**src/include/cms_pkg.sv**
```systemverilog
// Purpose: shared constants for the cycle measurement status block
// Assumes: 16-bit register word, registers indexed by small word offsets
// Notes:   offsets are word indices on the plain register port
`default_nettype none
package cms_pkg;
  localparam int          CMS_DATA_W       = 16;
  localparam int          CMS_ADDR_W       = 3;
  localparam int          CMS_PRE_W        = 13;

  // register offsets
  localparam logic [2:0]  CMS_OFF_STATUS   = 3'h0;
  localparam logic [2:0]  CMS_OFF_CONTROL  = 3'h1;
  localparam logic [2:0]  CMS_OFF_LIMIT    = 3'h2;
  localparam logic [2:0]  CMS_OFF_CAPTURE  = 3'h3;
  localparam logic [2:0]  CMS_OFF_COUNTER  = 3'h4;

  // measure_status field positions
  localparam int          CMS_ST_WRAP      = 7;
  localparam int          CMS_ST_LIMIT     = 6;
  localparam int          CMS_ST_MATCH     = 5;
  localparam int          CMS_ST_EXT_EDGE  = 4;
  localparam int          CMS_ST_CAPTURE   = 3;

  // measure_control field positions
  localparam int          CMS_CT_MODE      = 0;
  localparam int          CMS_CT_POL_INV   = 1;
  localparam int          CMS_CT_CAP_EDGE  = 2;
  localparam int          CMS_CT_CKS_LO    = 3;
  localparam int          CMS_CT_RUN       = 6;
  localparam int          CMS_CT_STOP_EN   = 7;

  localparam logic [2:0]  CMS_CKS_EXTERNAL = 3'h7;

  // reset values and the counter maximum
  localparam logic [7:0]  CMS_STATUS_RST   = 8'h00;
  localparam logic [7:0]  CMS_CONTROL_RST  = 8'h00;
  localparam logic [15:0] CMS_LIMIT_RST    = 16'hFFFF;
  localparam logic [15:0] CMS_COUNT_RST    = 16'h0000;
  localparam logic [15:0] CMS_COUNT_MAX    = 16'hFFFF;

  typedef enum logic [1:0] {
    CMS_MEAS_IDLE,
    CMS_MEAS_FIRST,
    CMS_MEAS_SECOND
  } cms_meas_t;
endpackage
`default_nettype wire

```
**src/cms_status.sv**
```systemverilog
// Purpose: cycle measurement timer channel with its status flags
// Assumes: event and external clock pins synchronous to clk_in (10 MHz)
// Notes:   read data appear the cycle after the read strobe
// Function
// - In speed mode the limit flag sets when the new capture exceeds the limit value.
// - A flag clears only by reading it as 1 and then writing 0; writing 1 never sets it.
// - In timer mode the match flag sets whenever the run bit is set and the counter equals the limit value.
// - In speed mode the match flag never sets.
// - The external edge select bit acts only when clock source select is 3'b111.
// - With the external clock the counter counts falling edges for 0 and rising for 1.
// - In timer mode, while the run bit is set, the selected event edge copies the counter and sets the capture flag.
// - In speed mode the third selected edge copies the counter and sets the capture flag.
// - A measurement period spans two event periods and the limit check uses that count.
// - Status bits 2 to 0 are reserved, read zero and ignore writes.
// - Mode select 0 is timer mode and 1 is speed measurement mode.
// - Capture edge is rising for 0, falling for 1, inverted by polarity reversal.
// - The wrap flag sets when the counter rolls from its maximum to zero.
//
// Implementation choices: the address-and-strobe port and the address map.
`default_nettype none
module cms_status
  import cms_pkg::*;
#(
  parameter int DATA_W = CMS_DATA_W,
  parameter int PRE_W  = CMS_PRE_W
) (
  input  wire logic                  clk_in,
  input  wire logic                  reset_n_in,
  input  wire logic [CMS_ADDR_W-1:0] addr_in,
  input  wire logic [DATA_W-1:0]     wr_data_in,
  input  wire logic                  wr_in,
  input  wire logic                  rd_in,
  input  wire logic                  event_input_in,
  input  wire logic                  ext_clock_in,
  output logic      [DATA_W-1:0]     rd_data_out,
  output logic      [7:0]            measure_status_out
);
  logic [7:0]        status_ff;
  logic [7:0]        nxt_status;
  logic [7:0]        control_ff;
  logic [15:0]       limit_compare_value_ff;
  logic [15:0]       capture_value_ff;
  logic [15:0]       cycle_counter_ff;
  logic [15:0]       nxt_counter;
  logic [PRE_W-1:0]  prescale_ff;
  logic [7:0]        clear_armed_ff;
  logic [DATA_W-1:0] rd_data_ff;
  cms_meas_t         meas_state_ff;
  cms_meas_t         nxt_meas_state;

  logic              speed_mode;
  logic              run;
  logic              stop_on_limit;
  logic [2:0]        clock_source_sel;
  logic              ext_clock_edge_sel;
  logic              capture_edge_fall;
  logic              event_edge;
  logic              ext_edge;
  logic              int_tick;
  logic              tick;
  logic              halted;
  logic              cap_now;
  logic              limit_set;
  logic              match_set;
  logic              wrap_set;
  logic              status_wr;
  logic [PRE_W-1:0]  pre_mask;
  logic [PRE_W:0]    pre_mask_wide;

  assign speed_mode         = control_ff[CMS_CT_MODE];
  assign run                = control_ff[CMS_CT_RUN];
  assign stop_on_limit      = control_ff[CMS_CT_STOP_EN];
  assign clock_source_sel   = control_ff[CMS_CT_CKS_LO +: 3];
  assign ext_clock_edge_sel = status_ff[CMS_ST_EXT_EDGE];
  // polarity reversal flips the edge choice
  assign capture_edge_fall  = control_ff[CMS_CT_CAP_EDGE] ^ control_ff[CMS_CT_POL_INV];
  assign status_wr          = wr_in && (addr_in == CMS_OFF_STATUS);

  cms_edge_det u_event_edge (
    .clk_in      (clk_in),
    .reset_n_in  (reset_n_in),
    .sig_in      (event_input_in),
    .fall_sel_in (capture_edge_fall),
    .edge_out    (event_edge)
  );

  // sel 0 counts falling edges, so fall select is the inverse of the bit
  cms_edge_det u_ext_edge (
    .clk_in      (clk_in),
    .reset_n_in  (reset_n_in),
    .sig_in      (ext_clock_in),
    .fall_sel_in (~ext_clock_edge_sel),
    .edge_out    (ext_edge)
  );

  // internal sources divide by 2, 8, 32 ... as sel grows
  always_comb begin
    pre_mask_wide = ({{PRE_W{1'b0}}, 1'b1} << (6'(clock_source_sel) * 6'd2 + 6'd1))
                    - {{PRE_W{1'b0}}, 1'b1};
    pre_mask      = pre_mask_wide[PRE_W-1:0];
    int_tick      = ((prescale_ff & pre_mask) == pre_mask);
  end

  always_ff @(posedge clk_in) begin
    if (!reset_n_in) begin
      prescale_ff <= '0;
    end else begin
      prescale_ff <= prescale_ff + {{(PRE_W-1){1'b0}}, 1'b1};
    end
  end

  // edge select only matters once the external source is chosen
  always_comb begin
    if (clock_source_sel == CMS_CKS_EXTERNAL) begin
      tick = ext_edge;
    end else begin
      tick = int_tick;
    end
  end

  // speed mode can freeze after a limit overflow when enabled
  assign halted = speed_mode && stop_on_limit && status_ff[CMS_ST_LIMIT];

  // measurement period: first edge clears, second passes, third captures
  always_comb begin
    nxt_meas_state = meas_state_ff;
    cap_now        = 1'b0;
    if (!speed_mode) begin
      nxt_meas_state = CMS_MEAS_IDLE;
      cap_now        = run && event_edge;
    end else if (event_edge && !halted) begin
      unique case (meas_state_ff)
        CMS_MEAS_IDLE:   nxt_meas_state = CMS_MEAS_FIRST;
        CMS_MEAS_FIRST:  nxt_meas_state = CMS_MEAS_SECOND;
        CMS_MEAS_SECOND: begin
          // third edge closes two event periods and opens the next span
          nxt_meas_state = CMS_MEAS_FIRST;
          cap_now        = 1'b1;
        end
      endcase
    end
  end

  always_ff @(posedge clk_in) begin
    if (!reset_n_in) begin
      meas_state_ff <= CMS_MEAS_IDLE;
    end else begin
      meas_state_ff <= nxt_meas_state;
    end
  end

  always_comb begin
    nxt_counter = cycle_counter_ff;
    wrap_set    = 1'b0;
    if (!speed_mode) begin
      if (!run) begin
        nxt_counter = CMS_COUNT_RST;
      end else if (wr_in && addr_in == CMS_OFF_COUNTER) begin
        nxt_counter = wr_data_in[15:0];
      end else if (tick) begin
        nxt_counter = cycle_counter_ff + 16'h0001;
        wrap_set    = (cycle_counter_ff == CMS_COUNT_MAX);
      end
    end else if (halted) begin
      nxt_counter = cycle_counter_ff;
    end else if (event_edge && meas_state_ff != CMS_MEAS_FIRST) begin
      // restart of a span: count starts again from zero
      nxt_counter = CMS_COUNT_RST;
    end else if (tick && meas_state_ff != CMS_MEAS_IDLE) begin
      nxt_counter = cycle_counter_ff + 16'h0001;
      wrap_set    = (cycle_counter_ff == CMS_COUNT_MAX);
    end
  end

  always_ff @(posedge clk_in) begin
    if (!reset_n_in) begin
      cycle_counter_ff <= CMS_COUNT_RST;
    end else begin
      cycle_counter_ff <= nxt_counter;
    end
  end

  always_ff @(posedge clk_in) begin
    if (!reset_n_in) begin
      capture_value_ff <= CMS_COUNT_RST;
    end else if (cap_now) begin
      capture_value_ff <= cycle_counter_ff;
    end
  end

  // limit check uses the count being captured, not the old capture
  assign limit_set = speed_mode && cap_now
                     && (cycle_counter_ff > limit_compare_value_ff);
  assign match_set = !speed_mode && run
                     && (cycle_counter_ff == limit_compare_value_ff);

  // a flag read as 1 arms its clear; the arm drops on any status write
  always_ff @(posedge clk_in) begin
    if (!reset_n_in) begin
      clear_armed_ff <= 8'h00;
    end else if (status_wr) begin
      clear_armed_ff <= 8'h00;
    end else if (rd_in && addr_in == CMS_OFF_STATUS) begin
      clear_armed_ff <= clear_armed_ff | status_ff;
    end
  end

  always_comb begin
    nxt_status = status_ff;
    if (status_wr) begin
      nxt_status[CMS_ST_EXT_EDGE] = wr_data_in[CMS_ST_EXT_EDGE];
      for (int i = CMS_ST_CAPTURE; i <= CMS_ST_WRAP; i++) begin
        if (i != CMS_ST_EXT_EDGE && clear_armed_ff[i] && !wr_data_in[i]) begin
          nxt_status[i] = 1'b0;
        end
      end
    end
    // set terms come last so an event beats a clear in the same cycle
    if (wrap_set) begin
      nxt_status[CMS_ST_WRAP] = 1'b1;
    end
    if (limit_set) begin
      nxt_status[CMS_ST_LIMIT] = 1'b1;
    end
    if (match_set) begin
      nxt_status[CMS_ST_MATCH] = 1'b1;
    end
    if (cap_now) begin
      nxt_status[CMS_ST_CAPTURE] = 1'b1;
    end
    nxt_status[2:0] = 3'h0;
  end

  always_ff @(posedge clk_in) begin
    if (!reset_n_in) begin
      status_ff <= CMS_STATUS_RST;
    end else begin
      status_ff <= nxt_status;
    end
  end

  always_ff @(posedge clk_in) begin
    if (!reset_n_in) begin
      control_ff <= CMS_CONTROL_RST;
    end else if (wr_in && addr_in == CMS_OFF_CONTROL) begin
      control_ff <= wr_data_in[7:0];
    end
  end

  always_ff @(posedge clk_in) begin
    if (!reset_n_in) begin
      limit_compare_value_ff <= CMS_LIMIT_RST;
    end else if (wr_in && addr_in == CMS_OFF_LIMIT) begin
      limit_compare_value_ff <= wr_data_in[15:0];
    end
  end

  always_ff @(posedge clk_in) begin
    if (!reset_n_in) begin
      rd_data_ff <= '0;
    end else if (rd_in) begin
      unique case (addr_in)
        CMS_OFF_STATUS:  rd_data_ff <= DATA_W'(status_ff);
        CMS_OFF_CONTROL: rd_data_ff <= DATA_W'(control_ff);
        CMS_OFF_LIMIT:   rd_data_ff <= DATA_W'(limit_compare_value_ff);
        CMS_OFF_CAPTURE: rd_data_ff <= DATA_W'(capture_value_ff);
        CMS_OFF_COUNTER: rd_data_ff <= DATA_W'(cycle_counter_ff);
        default:         rd_data_ff <= '0;
      endcase
    end else begin
      rd_data_ff <= '0;
    end
  end

  always_ff @(posedge clk_in) begin
    if (!reset_n_in) begin
      measure_status_out <= CMS_STATUS_RST;
    end else begin
      measure_status_out <= nxt_status;
    end
  end

  assign rd_data_out = rd_data_ff;
endmodule
`default_nettype wire

```
**src/cms_edge_det.sv**
```systemverilog
// Purpose: rising or falling edge detect on a synchronous input
// Assumes: sig_in already synchronous to clk_in
// Notes:   fall_sel_in high picks falling edges, low picks rising edges
`default_nettype none
module cms_edge_det (
  input  wire logic clk_in,
  input  wire logic reset_n_in,
  input  wire logic sig_in,
  input  wire logic fall_sel_in,
  output logic      edge_out
);
  logic last_ff;

  always_ff @(posedge clk_in) begin
    if (!reset_n_in) begin
      last_ff <= 1'b0;
    end else begin
      last_ff <= sig_in;
    end
  end

  always_comb begin
    if (fall_sel_in) begin
      edge_out = last_ff & ~sig_in;
    end else begin
      edge_out = ~last_ff & sig_in;
    end
  end
endmodule
`default_nettype wire

```
**config.mk**
```make
export PLATFORM = sky130hd
export DESIGN_NAME = cms_status
export DESIGN_NICKNAME = d
export VERILOG_FILES = /design/src/include/cms_pkg.sv /design/src/cms_status.sv /design/src/cms_edge_det.sv
export SDC_FILE = /design/constraint.sdc
export NUM_CORES = 1
export LEC_CHECK = 0
export BUFFER_PORTS_ARGS = -buffer_cell sky130_fd_sc_hd__buf_4
export CAP_MARGIN = 20
export CORE_MARGIN = 5
export CORE_UTILIZATION = 45
export CTS_CLUSTER_DIAMETER = 120
export DETAILED_ROUTE_END_ITERATION = 8
export GPL_TIMING_DRIVEN = 0
export PLACE_DENSITY = 0.59
export SLEW_MARGIN = 5
export SYNTH_ARGS = -nofsm -noshare
export SYNTH_HDL_FRONTEND = slang
export SYNTH_SLANG_ARGS = --single-unit
```
**constraint.sdc**
```tcl
create_clock -name clk_in -period 1.9 [get_ports clk_in]
set_input_delay 0.38 -clock clk_in [delete_from_list [all_inputs] [get_ports clk_in]]
set_output_delay 0.38 -clock clk_in [all_outputs]
set_load 0.03 [all_outputs]
```
==> run_results.csv <==
group,metric,value,unit
timing,setup_slack,-0.0417,ns
timing,maxSlewHeadroom,0.543,
power_and_ir_drop,power_frac_seq,0.525,
layout,final_layout_size_suffix_gt1_frac,0.205,
worst_setup_path,crit_arrival,2.19,ns
clock_tree,cts_tree,"yes",
power_and_ir_drop,power.share.combinational,0.098,
layout,area_growth,20.4,%
synth,synth_area_leaders,"dfxtp_1 40%, mux2i_1 6.1%, nor2_1 5.6%",
synth,async_flop_share,0,
status,violations,"negative setup slack",
timing,finalHoldViolCount,0,
power_and_ir_drop,switching_power,1.01,mW
clock_tree,htree_num_levels,3,
placed_design,dpl_cell_area,5430,sq um
worst_setup_path,endpoint_kind,"flop",
global_route,grt_antenna_before_repair,0,
power_and_ir_drop,swShare,0.251,
synth,synth-seq-cells,98,
routing,firstDrtPassIters,5,
worst_setup_path,crit_chain,"xnor2_4 > mux2i_4 > o41a_1 > buf_4 > nand3_4 > o311ai_2 > o21ai_1",
clock_tree,cts_buffers,9,
worst_setup_path,startpoint_type,"flop",
global_route,grt_start_max_net_pins,16,
power_and_ir_drop,p_int,3.01,mW
floorplan,dieArea,13100,sq um
clock_tree,clock-sinks,98,
worst_setup_path,critPathSlowestCell,"dfxtp_4",
global_route,grt_pass1_wl,23100,microns
global_route,grt-ovfl-total,0,
power_and_ir_drop,powerDensity,679,nW/um^2
timing,fin_skew,0.00971,ns
routing,initialDrtViolationCount,407,
worst_setup_path,critical_path.max_stage_delay,0.37,ns
timing,post-route-min-period,1.94,ns
routing,drc,0,
synth,synth_edf_count,0,
placed_design,pre_cts_ws,-0.557,ns
floorplan,die_h,114,microns
timing,hold-worst-slack,0.235,ns
worst_setup_path,cp.required,2.14,ns
synth,synthesis.area_per_instance,8.36,sq um
synth,synth_warnings,0,
global_route,track_usage,0.226,
worst_setup_path,path_max_fanout,6,
routing,drt-total-wl,14400,microns
layout,diodes,0,
synth,yosysTopAreaCellShare,0.400,
synth,syn_area,4910,sq um
routing,wl_per_cell,18.1,microns
job,maxCapViolCount,0,
routing,drt-vias-per-instance,5.66,
floorplan,start_util,0.457,
hold_path,hp-class,"input pin to flop",
routing,vias,4517,
synth,synth_top_area_cell,"dfxtp_1",
synth,synth_cell_types,61,
routing,ant_nets,0,
clock_tree,clkLatencyLatePin,0.36,ns
timing,rsz0062_at_grt,"yes",
clock_tree,cts_hold_buf,0,
global_route,grt_pass1_vias,4397,
timing,max_clock_freq,515,MHz
worst_setup_path,crit_type,"flop to flop",
floorplan,ios,49,
floorplan,core_area,10700,sq um
floorplan,die_w,114,microns
floorplan,num_rows,38,
clock_tree,clk_path_buf_depth,2,
power_and_ir_drop,power,4.01,mW
synth,ys.flop_type,"dfxtp_1",
power_and_ir_drop,p_clk_frac,0.377,
timing,maxSlewViolCount,0,
placed_design,gp_congestion,0.936,
synth,synth_cells,587,
timing,tightestPinTransition,0.686,ns
clock_tree,cts.clk_slew.worst_paths,0.09,ns
power_and_ir_drop,power_leakage,2.50,nW
timing,timing.final.crit_share,1.02,
synth,yosysSeqAreaShare,0.400,
clock_tree,cts_root_buf,"clkbuf_8",
layout,nNetsFinal,696,
layout,final_area,5910,sq um
timing,setup_violations,5,
worst_setup_path,r2r_slack,-0.04,ns
placed_design,io_buffers,45,
power_and_ir_drop,vdd_ir_drop_max,0.000312,V
placed_design,dpl.hpwl,10700,microns
status,run_status,"complete, but fails checks",
-- sequential cells by signal, indices dropped and copies added (netlist names) --
signal and cells:
prescale_ff 13, meas_state_ff 2, u_event_edge.last_ff 1, measure_status_out 5
limit_compare_value_ff 16, control_ff 8, clear_armed_ff 4, rd_data_out 16
u_ext_edge.last_ff 1, cycle_counter_ff 16, capture_value_ff 16
-- synth_stat cells, types with 9 or more instances --
| library cell | instances |
|---|---|
| dfxtp_1 | 98 |
| nor2_1 | 73 |
| nand2_1 | 67 |
| a21oi_1 | 44 |
| mux2i_1 | 30 |
| nand3_1 | 26 |
| inv_1 | 23 |
| clkbuf_1 | 19 |
| ha_1 | 18 |
| o211ai_1 | 18 |
| a22oi_1 | 15 |
| o21ai_0 | 15 |
| buf_2 | 10 |
| nand2b_1 | 9 |
| xnor2_1 | 9 |
-- logic make-up (layout without fill, tap and decap cells) --
kind of cell             after synthesis  after routing  share of synthesized area
AO/OA/AOI/OAI                        145            145                      0.204
multiplexers                          31             31                     0.0640
flip-flops                            98             98                      0.400
AND/OR/NAND/NOR                      222            222                      0.211
adder cells (fa/ha/maj)               18             18                     0.0459
XOR/XNOR                              14             14                     0.0250
other                                  1              3                   0.000764
buffers and inverters                 58            127                     0.0495
-- worst paths after layout --
kind | startpoint | endpoint | cells past startpoint
hold / removal | event_input_in | u_event_edge.last_ff$_SDFF_PN0_ | 2
setup reg to reg | control_ff[2]$_SDFFE_PN0P_ | cycle_counter_ff[12]$_SDFFE_PN0P_ | 7
setup / recovery | control_ff[2]$_SDFFE_PN0P_ | cycle_counter_ff[12]$_SDFFE_PN0P_ | 7
hold reg to reg | clear_armed_ff[6]$_SDFFE_PP0P_ | clear_armed_ff[6]$_SDFFE_PP0P_ | 2
-- critical path: cells and delay by family (launching register included) --
kind | cells | cell delay (ns)
mux | 1 | 0.30
compound gates | 3 | 0.64
buf+inv | 1 | 0.18
xor+xnor | 1 | 0.19
simple gates | 1 | 0.13
flops | 1 | 0.37
-- final cells by class --
type | count | area (sq um)
Buffer | 32 | 173
Fill cell | 1042 | 4840
Tap cell | 140 | 175
Sequential cell | 98 | 1990
Inverter | 24 | 90.1
Multi-Input combinational cell | 433 | 2850
Clock buffer | 11 | 141
Timing Repair Buffer | 55 | 413
Clock inverter | 5 | 77.6
-- routing by layer --
| layer | vias to the layer above | part of all wire | routed length, microns | track usage |
|---|---|---|---|---|
| met3 | 23 | 0.066 | 950 | 0.0407 |
| met2 | 151 | 0.46 | 6600 | 0.362 |
| met1 | 2138 | 0.46 | 6570 | 0.305 |
| li1 | 2205 | - | - | - |
| met5 | - | 0 | 0 | 0 |
| met4 | 0 | 0.021 | 304 | 0.0792 |
-- metrics by stage --
step | setup TNS (ns) | instances | util
CTS | -0.0930 | 794 | 0.540
detailed placement | -17.72 | 774 | 0.505
global route | -0.849 | 798 | 0.550
finish | -0.109 | 798 | 0.550
global placement | -17.69 | 774 | 0.505
floorplan | 0 | 589 | -
-- cells in the final DEF (no fill, tap or decap), types with 15 or more instances in the layout --
cell       n
a21oi_1   43
ha_1      18
nand3_1   25
nand2_1   66
inv_1     23
a22oi_1   15
buf_4     61
dfxtp_1   87
o211ai_1  18
nor2_1    70
mux2i_1   30
-- timing repair --
item | CTS | global route
setup endpoints to repair | 43 | 51
gates resized for setup | 33 | 26
endpoints found under the hold margin | 0 | 0
pin swaps | 9 | 5
setup buffers | 6 | 4
-- power by group through the flow --
stage | combinational [mW] | clock, mW | sequential, mW
after global placement | 0.355 | 0 | 2.16
after CTS | 0.376 | 1.54 | 2.11
after floorplan | 0.208 | 0 | 2.16
final | 0.392 | 1.51 | 2.11
after global routing | 0.428 | 1.63 | 2.11
after detailed placement | 0.358 | 0 | 2.16
No activity file was read; power rests on OpenSTA's default activity.
